===== config.mk =====
export PLATFORM = sky130hd
export DESIGN_NAME = pacd_regs
export DESIGN_NICKNAME = d
export VERILOG_FILES = /design/src/rtl/pacd_pkg.sv /design/src/rtl/pacd_regs.sv /design/src/rtl/pacd_reset_pulse.sv /design/src/rtl/pacd_fuse_unlock.sv
export SDC_FILE = /design/constraint.sdc
export NUM_CORES = 1
export LEC_CHECK = 0
export BUFFER_PORTS_ARGS = -buffer_cell sky130_fd_sc_hd__buf_4
export CORE_ASPECT_RATIO = 1.2
export CORE_MARGIN = 2
export CORE_UTILIZATION = 42
export CTS_BUF_LIST = sky130_fd_sc_hd__clkbuf_4 sky130_fd_sc_hd__clkbuf_8
export CTS_CLUSTER_DIAMETER = 40
export CTS_CLUSTER_SIZE = 12
export DETAILED_ROUTE_END_ITERATION = 10
export HOLD_SLACK_MARGIN = 0.15
export PLACE_DENSITY = 0.78
export SYNTH_ARGS = -nofsm -noshare
export SYNTH_HDL_FRONTEND = slang
export SYNTH_SLANG_ARGS = --single-unit

===== constraint.sdc =====
create_clock -name pclk -period 1.45 [get_ports pclk]
set_input_delay 0.2175 -clock pclk [delete_from_list [all_inputs] [get_ports pclk]]
set_output_delay 0.2175 -clock pclk [all_outputs]
set_load 0.02 [all_outputs]

===== src/rtl/pacd_pkg.sv =====
// Constants for the medium attachment control and cable diagnostic register bank.
// Assumes a 100 MHz register clock and an APB slave with 32-bit data.
package pacd_pkg;

  localparam int ADDR_W = 16;
  localparam int DATA_W = 32;
  localparam int REG_W = 16;
  localparam int IDX_W = 14;

  // Printed register indices; the byte address is four times the index with its leading nibble dropped
  localparam logic [15:0] IDX_DIAG_METRIC = 16'h0a9d;
  localparam logic [15:0] IDX_DIAG_STATE = 16'h0a9f;
  localparam logic [15:0] IDX_FUSE_KEY = 16'h0e00;
  localparam logic [15:0] IDX_SCAN_STATE = 16'h0e01;
  localparam logic [15:0] IDX_ATT_CTRL1 = 16'h1000;
  localparam logic [15:0] IDX_ATT_TYPE = 16'h1007;
  // Leading nibble only tells the attachment registers apart in listings
  localparam logic [15:0] IDX_PREFIX_MASK = 16'h0fff;

  // Reset values
  localparam logic [15:0] RST_DIAG_METRIC = 16'h0000;
  localparam logic [15:0] RST_DIAG_STATE = 16'h0000;
  localparam logic [15:0] RST_SCAN_STATE = 16'h0010;
  localparam logic [15:0] RST_ATT_CTRL1 = 16'h0000;
  localparam logic [15:0] RST_ATT_TYPE = 16'h003d;

  // Field layout
  localparam int METRIC_LSB = 4;
  localparam int METRIC_W = 12;
  localparam int DIAG_DONE_BIT = 15;
  localparam int CABLE_LEN_W = 11;
  localparam int FUSE_SW_BIT = 3;
  localparam int SCAN_STATE_LSB = 4;
  localparam int SCAN_STATE_W = 5;
  localparam int ATT_RESET_BIT = 15;
  localparam int LOW_POWER_BIT = 11;
  localparam int LOOPBACK_BIT = 0;
  localparam int TYPE_SEL_W = 6;
  localparam logic [5:0] TYPE_SEL_CODE = 6'h3d;
  localparam logic [15:0] FUSE_KEY_VALUE = 16'h0303;

  // Timing
  localparam int CLK_PERIOD_NS = 10;
  localparam int ATT_RESET_NS = 160;
  localparam int ATT_RESET_CYCLES = (ATT_RESET_NS + CLK_PERIOD_NS - 1) / CLK_PERIOD_NS;

endpackage : pacd_pkg


===== src/rtl/pacd_regs.sv =====
// Register bank: medium attachment control, cable diagnostic results, scan state.
// Assumes an APB master on pclk and diagnostic results driven on the same clock.
`timescale 1ns/1ps

module pacd_regs #(
  parameter int RESET_CYCLES = pacd_pkg::ATT_RESET_CYCLES
) (
  input wire logic pclk,
  input wire logic presetn,
  input wire logic psel,
  input wire logic penable,
  input wire logic pwrite,
  input wire logic [pacd_pkg::ADDR_W-1:0] paddr,
  input wire logic [pacd_pkg::DATA_W-1:0] pwdata,
  input wire logic [3:0] pstrb,
  output logic [pacd_pkg::DATA_W-1:0] prdata,
  output logic pready,
  output logic pslverr,
  input wire logic [pacd_pkg::METRIC_W-1:0] diag_metric,
  input wire logic diag_done,
  input wire logic [pacd_pkg::CABLE_LEN_W-1:0] diag_cable_len,
  output logic medium_attachment_reset,
  output logic medium_attachment_low_power,
  output logic medium_attachment_loopback,
  output logic fuse_supply_switch_en
);
  import pacd_pkg::*;

  // Decoded word indices as seen on the bus
  localparam logic [IDX_W-1:0] A_METRIC = IDX_W'(IDX_DIAG_METRIC);
  localparam logic [IDX_W-1:0] A_STATE = IDX_W'(IDX_DIAG_STATE);
  localparam logic [IDX_W-1:0] A_KEY = IDX_W'(IDX_FUSE_KEY);
  localparam logic [IDX_W-1:0] A_SCAN = IDX_W'(IDX_SCAN_STATE);
  localparam logic [IDX_W-1:0] A_CTRL1 = IDX_W'(IDX_ATT_CTRL1 & IDX_PREFIX_MASK);
  localparam logic [IDX_W-1:0] A_TYPE = IDX_W'(IDX_ATT_TYPE & IDX_PREFIX_MASK);

  logic [IDX_W-1:0] word_idx;
  logic word_aligned;
  logic setup_phase;
  logic access_done;
  logic wr_take;
  logic hit_metric;
  logic hit_state;
  logic hit_key;
  logic hit_scan;
  logic hit_ctrl1;
  logic hit_type;
  logic mapped;
  logic [REG_W-1:0] rd_word;
  logic [REG_W-1:0] wdata16;
  logic key_wr;
  logic att_reset_start;

  logic [METRIC_W-1:0] diag_metric_r;
  logic diag_done_r;
  logic [CABLE_LEN_W-1:0] diag_cable_len_r;
  logic low_power_r;
  logic loopback_r;
  logic att_reset_busy;
  logic fuse_switch;
  logic [DATA_W-1:0] prdata_r;
  logic pready_r;
  logic pslverr_r;
  logic low_power_out_r;
  logic loopback_out_r;

  assign word_idx = paddr[ADDR_W-1:2];
  assign word_aligned = (paddr[1:0] == 2'b00);
  assign setup_phase = psel && !penable;
  assign access_done = psel && penable && pready_r;
  assign wr_take = access_done && pwrite && !pslverr_r;
  assign wdata16 = pwdata[REG_W-1:0];

  assign hit_metric = word_aligned && word_idx == A_METRIC;
  assign hit_state = word_aligned && word_idx == A_STATE;
  assign hit_key = word_aligned && word_idx == A_KEY;
  assign hit_scan = word_aligned && word_idx == A_SCAN;
  assign hit_ctrl1 = word_aligned && word_idx == A_CTRL1;
  assign hit_type = word_aligned && word_idx == A_TYPE;
  assign mapped = hit_metric || hit_state || hit_key || hit_scan || hit_ctrl1 || hit_type;

  // Key must arrive as one full low half-word; a partial write cannot unlock
  assign key_wr = wr_take && hit_key && pstrb[1:0] == 2'b11;
  assign att_reset_start = wr_take && hit_ctrl1 && pstrb[1] && wdata16[ATT_RESET_BIT];

  // Diagnostic results are sampled every cycle so a read sees one coherent snapshot
  always_ff @(posedge pclk or negedge presetn) begin
    if (!presetn) begin
      diag_metric_r <= RST_DIAG_METRIC[METRIC_LSB +: METRIC_W];
      diag_done_r <= RST_DIAG_STATE[DIAG_DONE_BIT];
      diag_cable_len_r <= RST_DIAG_STATE[CABLE_LEN_W-1:0];
    end else begin
      diag_metric_r <= diag_metric;
      diag_done_r <= diag_done;
      diag_cable_len_r <= diag_cable_len;
    end
  end

  // Low-power setting, written through byte lane 1
  always_ff @(posedge pclk or negedge presetn) begin
    if (!presetn) begin
      low_power_r <= RST_ATT_CTRL1[LOW_POWER_BIT];
    end else if (wr_take && hit_ctrl1 && pstrb[1]) begin
      low_power_r <= wdata16[LOW_POWER_BIT];
    end
  end

  // Loopback setting, written through byte lane 0
  always_ff @(posedge pclk or negedge presetn) begin
    if (!presetn) begin
      loopback_r <= RST_ATT_CTRL1[LOOPBACK_BIT];
    end else if (wr_take && hit_ctrl1 && pstrb[0]) begin
      loopback_r <= wdata16[LOOPBACK_BIT];
    end
  end

  pacd_reset_pulse #(
    .CYCLES(RESET_CYCLES)
  ) u_att_reset (
    .pclk(pclk),
    .presetn(presetn),
    .start(att_reset_start),
    .busy_r(att_reset_busy)
  );

  pacd_fuse_unlock u_fuse (
    .pclk(pclk),
    .presetn(presetn),
    .wr_en(key_wr),
    .wr_data(wdata16),
    .switch_r(fuse_switch)
  );

  // Read mux; every bit not named below stays zero
  always_comb begin
    rd_word = '0;
    if (hit_metric) begin
      rd_word[METRIC_LSB +: METRIC_W] = diag_metric_r;
    end else if (hit_state) begin
      rd_word[DIAG_DONE_BIT] = diag_done_r;
      rd_word[CABLE_LEN_W-1:0] = diag_cable_len_r;
    end else if (hit_scan) begin
      rd_word[SCAN_STATE_LSB +: SCAN_STATE_W] = RST_SCAN_STATE[SCAN_STATE_LSB +: SCAN_STATE_W];
      rd_word[FUSE_SW_BIT] = fuse_switch;
    end else if (hit_ctrl1) begin
      rd_word[ATT_RESET_BIT] = att_reset_busy;
      rd_word[LOW_POWER_BIT] = low_power_r;
      rd_word[LOOPBACK_BIT] = loopback_r;
    end else if (hit_type) begin
      rd_word[TYPE_SEL_W-1:0] = TYPE_SEL_CODE;
    end else begin
      rd_word = '0;
    end
  end

  // One wait-free access phase: the answer is prepared during setup
  always_ff @(posedge pclk or negedge presetn) begin
    if (!presetn) begin
      pready_r <= 1'b0;
    end else begin
      pready_r <= setup_phase;
    end
  end

  // Unmapped or misaligned words answer with an error and change nothing;
  // the flag stands only in the access cycle, alongside pready
  always_ff @(posedge pclk or negedge presetn) begin
    if (!presetn) begin
      pslverr_r <= 1'b0;
    end else begin
      pslverr_r <= setup_phase && !mapped;
    end
  end

  always_ff @(posedge pclk or negedge presetn) begin
    if (!presetn) begin
      prdata_r <= '0;
    end else if (setup_phase && !pwrite) begin
      prdata_r <= {{(DATA_W-REG_W){1'b0}}, rd_word};
    end else if (access_done) begin
      prdata_r <= '0;
    end
  end

  // Settings leave through their own flops so the outputs stay glitch free
  always_ff @(posedge pclk or negedge presetn) begin
    if (!presetn) begin
      low_power_out_r <= RST_ATT_CTRL1[LOW_POWER_BIT];
      loopback_out_r <= RST_ATT_CTRL1[LOOPBACK_BIT];
    end else begin
      low_power_out_r <= low_power_r;
      loopback_out_r <= loopback_r;
    end
  end

  assign prdata = prdata_r;
  assign pready = pready_r;
  assign pslverr = pslverr_r;
  assign medium_attachment_reset = att_reset_busy;
  assign medium_attachment_low_power = low_power_out_r;
  assign medium_attachment_loopback = loopback_out_r;
  assign fuse_supply_switch_en = fuse_switch;

endmodule : pacd_regs


===== src/rtl/pacd_reset_pulse.sv =====
// Self-clearing reset pulse for the medium attachment logic.
// Assumes start is a one-cycle pulse on the same clock.
`timescale 1ns/1ps
module pacd_reset_pulse #(
  parameter int CYCLES = pacd_pkg::ATT_RESET_CYCLES
) (
  input wire logic pclk,
  input wire logic presetn,
  input wire logic start,
  output logic busy_r
);
  import pacd_pkg::*;

  localparam int CNT_W = (CYCLES > 1) ? $clog2(CYCLES + 1) : 1;
  localparam logic [CNT_W-1:0] LAST = CNT_W'(CYCLES - 1);

  typedef enum logic {PACD_IDLE, PACD_HOLD} pacd_pulse_t;

  pacd_pulse_t state_r;
  logic [CNT_W-1:0] cnt_r;

  // A new request while holding restarts the full pulse width
  always_ff @(posedge pclk or negedge presetn) begin
    if (!presetn) begin
      state_r <= PACD_IDLE;
      cnt_r <= '0;
    end else if (start) begin
      state_r <= PACD_HOLD;
      cnt_r <= '0;
    end else begin
      case (state_r)
        PACD_IDLE: cnt_r <= '0;
        PACD_HOLD: begin
          if (cnt_r == LAST) begin
            state_r <= PACD_IDLE;
          end else begin
            cnt_r <= cnt_r + CNT_W'(1);
          end
        end
        default: state_r <= PACD_IDLE;
      endcase
    end
  end

  always_ff @(posedge pclk or negedge presetn) begin
    if (!presetn) begin
      busy_r <= 1'b0;
    end else begin
      busy_r <= start || (state_r == PACD_HOLD && cnt_r != LAST);
    end
  end

endmodule : pacd_reset_pulse


===== src/rtl/pacd_fuse_unlock.sv =====
// Fuse supply switch, closed only by writing the unlock key.
// Assumes wr_en is a one-cycle pulse of a full low half-word write to the key register.
`timescale 1ns/1ps
module pacd_fuse_unlock (
  input wire logic pclk,
  input wire logic presetn,
  input wire logic wr_en,
  input wire logic [pacd_pkg::REG_W-1:0] wr_data,
  output logic switch_r
);
  import pacd_pkg::*;

  // Once closed the switch stays closed until reset; no key opens it again
  always_ff @(posedge pclk or negedge presetn) begin
    if (!presetn) begin
      switch_r <= RST_SCAN_STATE[FUSE_SW_BIT];
    end else if (wr_en && wr_data == FUSE_KEY_VALUE) begin
      switch_r <= 1'b1;
    end
  end

endmodule : pacd_fuse_unlock


==> impl_metrics.json <==
{
  "cp.required_ns": 1.69,
  "finClkSkew_ns": 0.01402,
  "cts_tree": "yes",
  "gp_congestion": 0.8240,
  "viasPerCell": 5.078,
  "place_area_um2": 3219,
  "dp.cells": 366,
  "area_growth_pct": 62.53,
  "root_buffer": "clkbuf_8",
  "ant_nets": 0,
  "grt_overflow": 0,
  "p_leak_nw": 1.774,
  "die_y_um": 85.37,
  "finalCritPeriodShare": 1.103,
  "fin_ws_ns": -0.1489,
  "place_ws_ns": -0.4872,
  "ios": 119,
  "synth_top_cell_by_area": "dfrtp_1",
  "gr-usage-all-layers": 0.2021,
  "power.density_nw_per_um2": 750.5,
  "core_um2": 5298,
  "status": "complete, but fails checks",
  "post-dp-hpwl_mm": 4.410,
  "netlist_area_um2": 2317,
  "ys_seq_area_frac": 0.5724,
  "setup_tns_ns": -1.391,
  "die_area_um2": 6130,
  "design_area_um2": 3766,
  "antenna_found_initial": 0,
  "async_flop_share": 1.000,
  "synth_ff_type": "dfrtp_1",
  "max_freq_ghz": 0.6254,
  "setup_violations": 15,
  "synthCells": 198,
  "first_iter_violations": 105,
  "layout-drive-gt1-share": 0.4496,
  "rsz0062_at_grt": "true",
  "synthTopCellsByArea": "dfrtp_1 (57%), buf_4 (5.2%), mux2i_1 (3.0%), nand2_1 (2.9%), nor2_1 (2.3%)",
  "synthTopCellsByCount": "dfrtp_1 (53), nand2_1 (18), buf_4 (16)",
  "endpoint_kind": "flip-flop",
  "avgRoutedWirePerCell_um": 14.89,
  "synth_most_common_cell": "dfrtp_1",
  "syn_avg_cell_area_um2": 11.70,
  "ir_drop_v": 0.0007454,
  "final_max_slew_viol_count": 0,
  "critPathKind": "in -> reg",
  "finalCriticalPeriod_ns": 1.599,
  "drt-total-wl_mm": 6.088,
  "arrival_ns": 1.84,
  "worst_hold_path_type": "in -> reg",
  "numCtsBuffers": 5,
  "synth.distinct_cells": 45,
  "ys_warn_count": 0,
  "h-tree-depth": 2,
  "synth_edf_count": 0,
  "firstDrtPassIters": 4,
  "start_util": 0.4374,
  "critPathLaunchType": "input port",
  "clkTransAtPathRegs_ns": 0.10,
  "rows": 29,
  "via_count": 2077,
  "cts.sinks": 53,
  "numPortBuffers": 84,
  "finalHoldViolations": 0,
  "die_w_um": 71.81,
  "ys_ff_latch": 53,
  "diodes": 0,
  "yosys.area.top_type_share": 0.5724,
  "drcViolationCount": 0,
  "finalNetCount": 429,
  "grt_pass1_wl_mm": 9.535,
  "grt_max_degree": 28,
  "clk_latency_ns": 0.31,
  "cap_violations": 0,
  "grt_pass1_vias": 2098,
  "cts_buffer_depth": 2,
  "worstPathMaxFanout": 5,
  "violations": "negative setup slack",
  "instances_no_fill": 409
}
==> routing by layer <==
metal / part of all wire / track usage
met1: 0.37 / 0.2192
met2: 0.56 / 0.3847
met3: 0.050 / 0.04513
met4: 0.015 / 0.06003
met5: 0 / 0
==> what timing repair did <==
item,4_1_cts,5_1_grt
pin swaps,10,16
setup endpoints to repair,17,25
gates resized for setup,8,15
setup buffers,3,4
endpoints found under the hold margin,71,0
gates cloned,0,1
hold buffers,28,0
==> kinds of logic (layout without fill, tap and decap cells) <==
kind of cell / after synthesis / count (layout) / share of synthesized area
xor gates and xnor gates: 3 / 3 / 0.01134
muxes: 10 / 10 / 0.04482
adders and majority gates: 2 / 2 / 0.01080
buffers and inverters: 21 / 155 / 0.05994
other: 1 / 16 / 0.001618
DFF: 53 / 53 / 0.5724
and+or+nand+nor: 78 / 78 / 0.2030
AOI/OAI and AO/OA: 30 / 30 / 0.09612
==> power by group <==
group	switching (mW)	total, mW	internal (mW)
logic	0.187	0.414	0.227
registers	0.0113	1.52	1.51
clock network	0.491	0.888	0.397
==> metrics by stage <==
step	hold WS (ns)	utilization	power, mW
floorplan	-0.07809	-	1.684
global placement	0.1605	0.6077	1.883
detailed placement	0.1662	0.6077	1.892
CTS	0.2162	0.6889	2.841
global route	0.2557	0.7109	2.960
finish	0.2410	0.7109	2.826
==> final timing paths <==
kind                                          from                                     to  slack (ns)  cells past startpoint
max                                      paddr[10]                 prdata[13]$_DFFE_PN0P_       -0.15                      5
min                                        penable                      pslverr$_DFF_PN0_        0.24                      4
max reg2reg                       pready$_DFF_PN0_                  prdata[0]$_DFFE_PN0P_        0.04                      5
min reg2reg                low_power_r$_DFFE_PN0P_  medium_attachment_low_power$_DFF_PN0_        0.43                      0
max in group asynchronous                  presetn          diag_cable_len_r[6]$_DFF_PN0_        0.63                      3
min in group asynchronous                  presetn       u_att_reset.cnt_r[3]$_DFFE_PN0P_        0.36                      2
==> area by class of cell <==
type,count,area (um^2)
multi-input combinational,139,1041
tap,62,77.57
sequential,53,1328
fill,396,1531
timing repair buffer,144,1209
inverter,3,11.26
clock inverter,2,17.52
clock buffer,6,82.58
==> worst max-delay path, cell delays in order <==
cell and delay [ns]:
buf_6 0.09, or4_4 0.57, or4_4 0.62, nor3_4 0.18, a22o_1 0.16
==> cell usage in the layout, fill, tap and decap left out, types with 2 or more instances in the layout <==
cell	instances
a22o_1	6
and4_1	2
dfrtp_1	52
nor2b_1	3
xor2_1	2
clkbuf_8	6
buf_4	109
nor4_1	2
a32o_1	2
nor3_2	2
conb_1	16
dlygate4sd3_1	28
and2_1	2
a21oi_1	3
mux2i_1	6
nand2_1	15
nor4_4	4
buf_12	2
nand2_2	3
nor3_1	3
nor2_1	13
mux2_2	2
or4_4	4
nand3_1	5
nand2b_1	2
inv_1	2
o21ai_1	7
nand4_1	5
nand3b_1	2
buf_6	4
==> flip-flops by register name, indices dropped and copies added (netlist names) <==
register,cells
diag_cable_len_r,11
diag_done_r,1
diag_metric_r,12
loopback_r,1
low_power_r,1
medium_attachment_loopback,1
medium_attachment_low_power,1
prdata,16
pready,1
pslverr,1
u_att_reset.busy_r,1
u_att_reset.cnt_r,5
u_fuse.switch_r,1
Power figures use the tool's default switching activity.
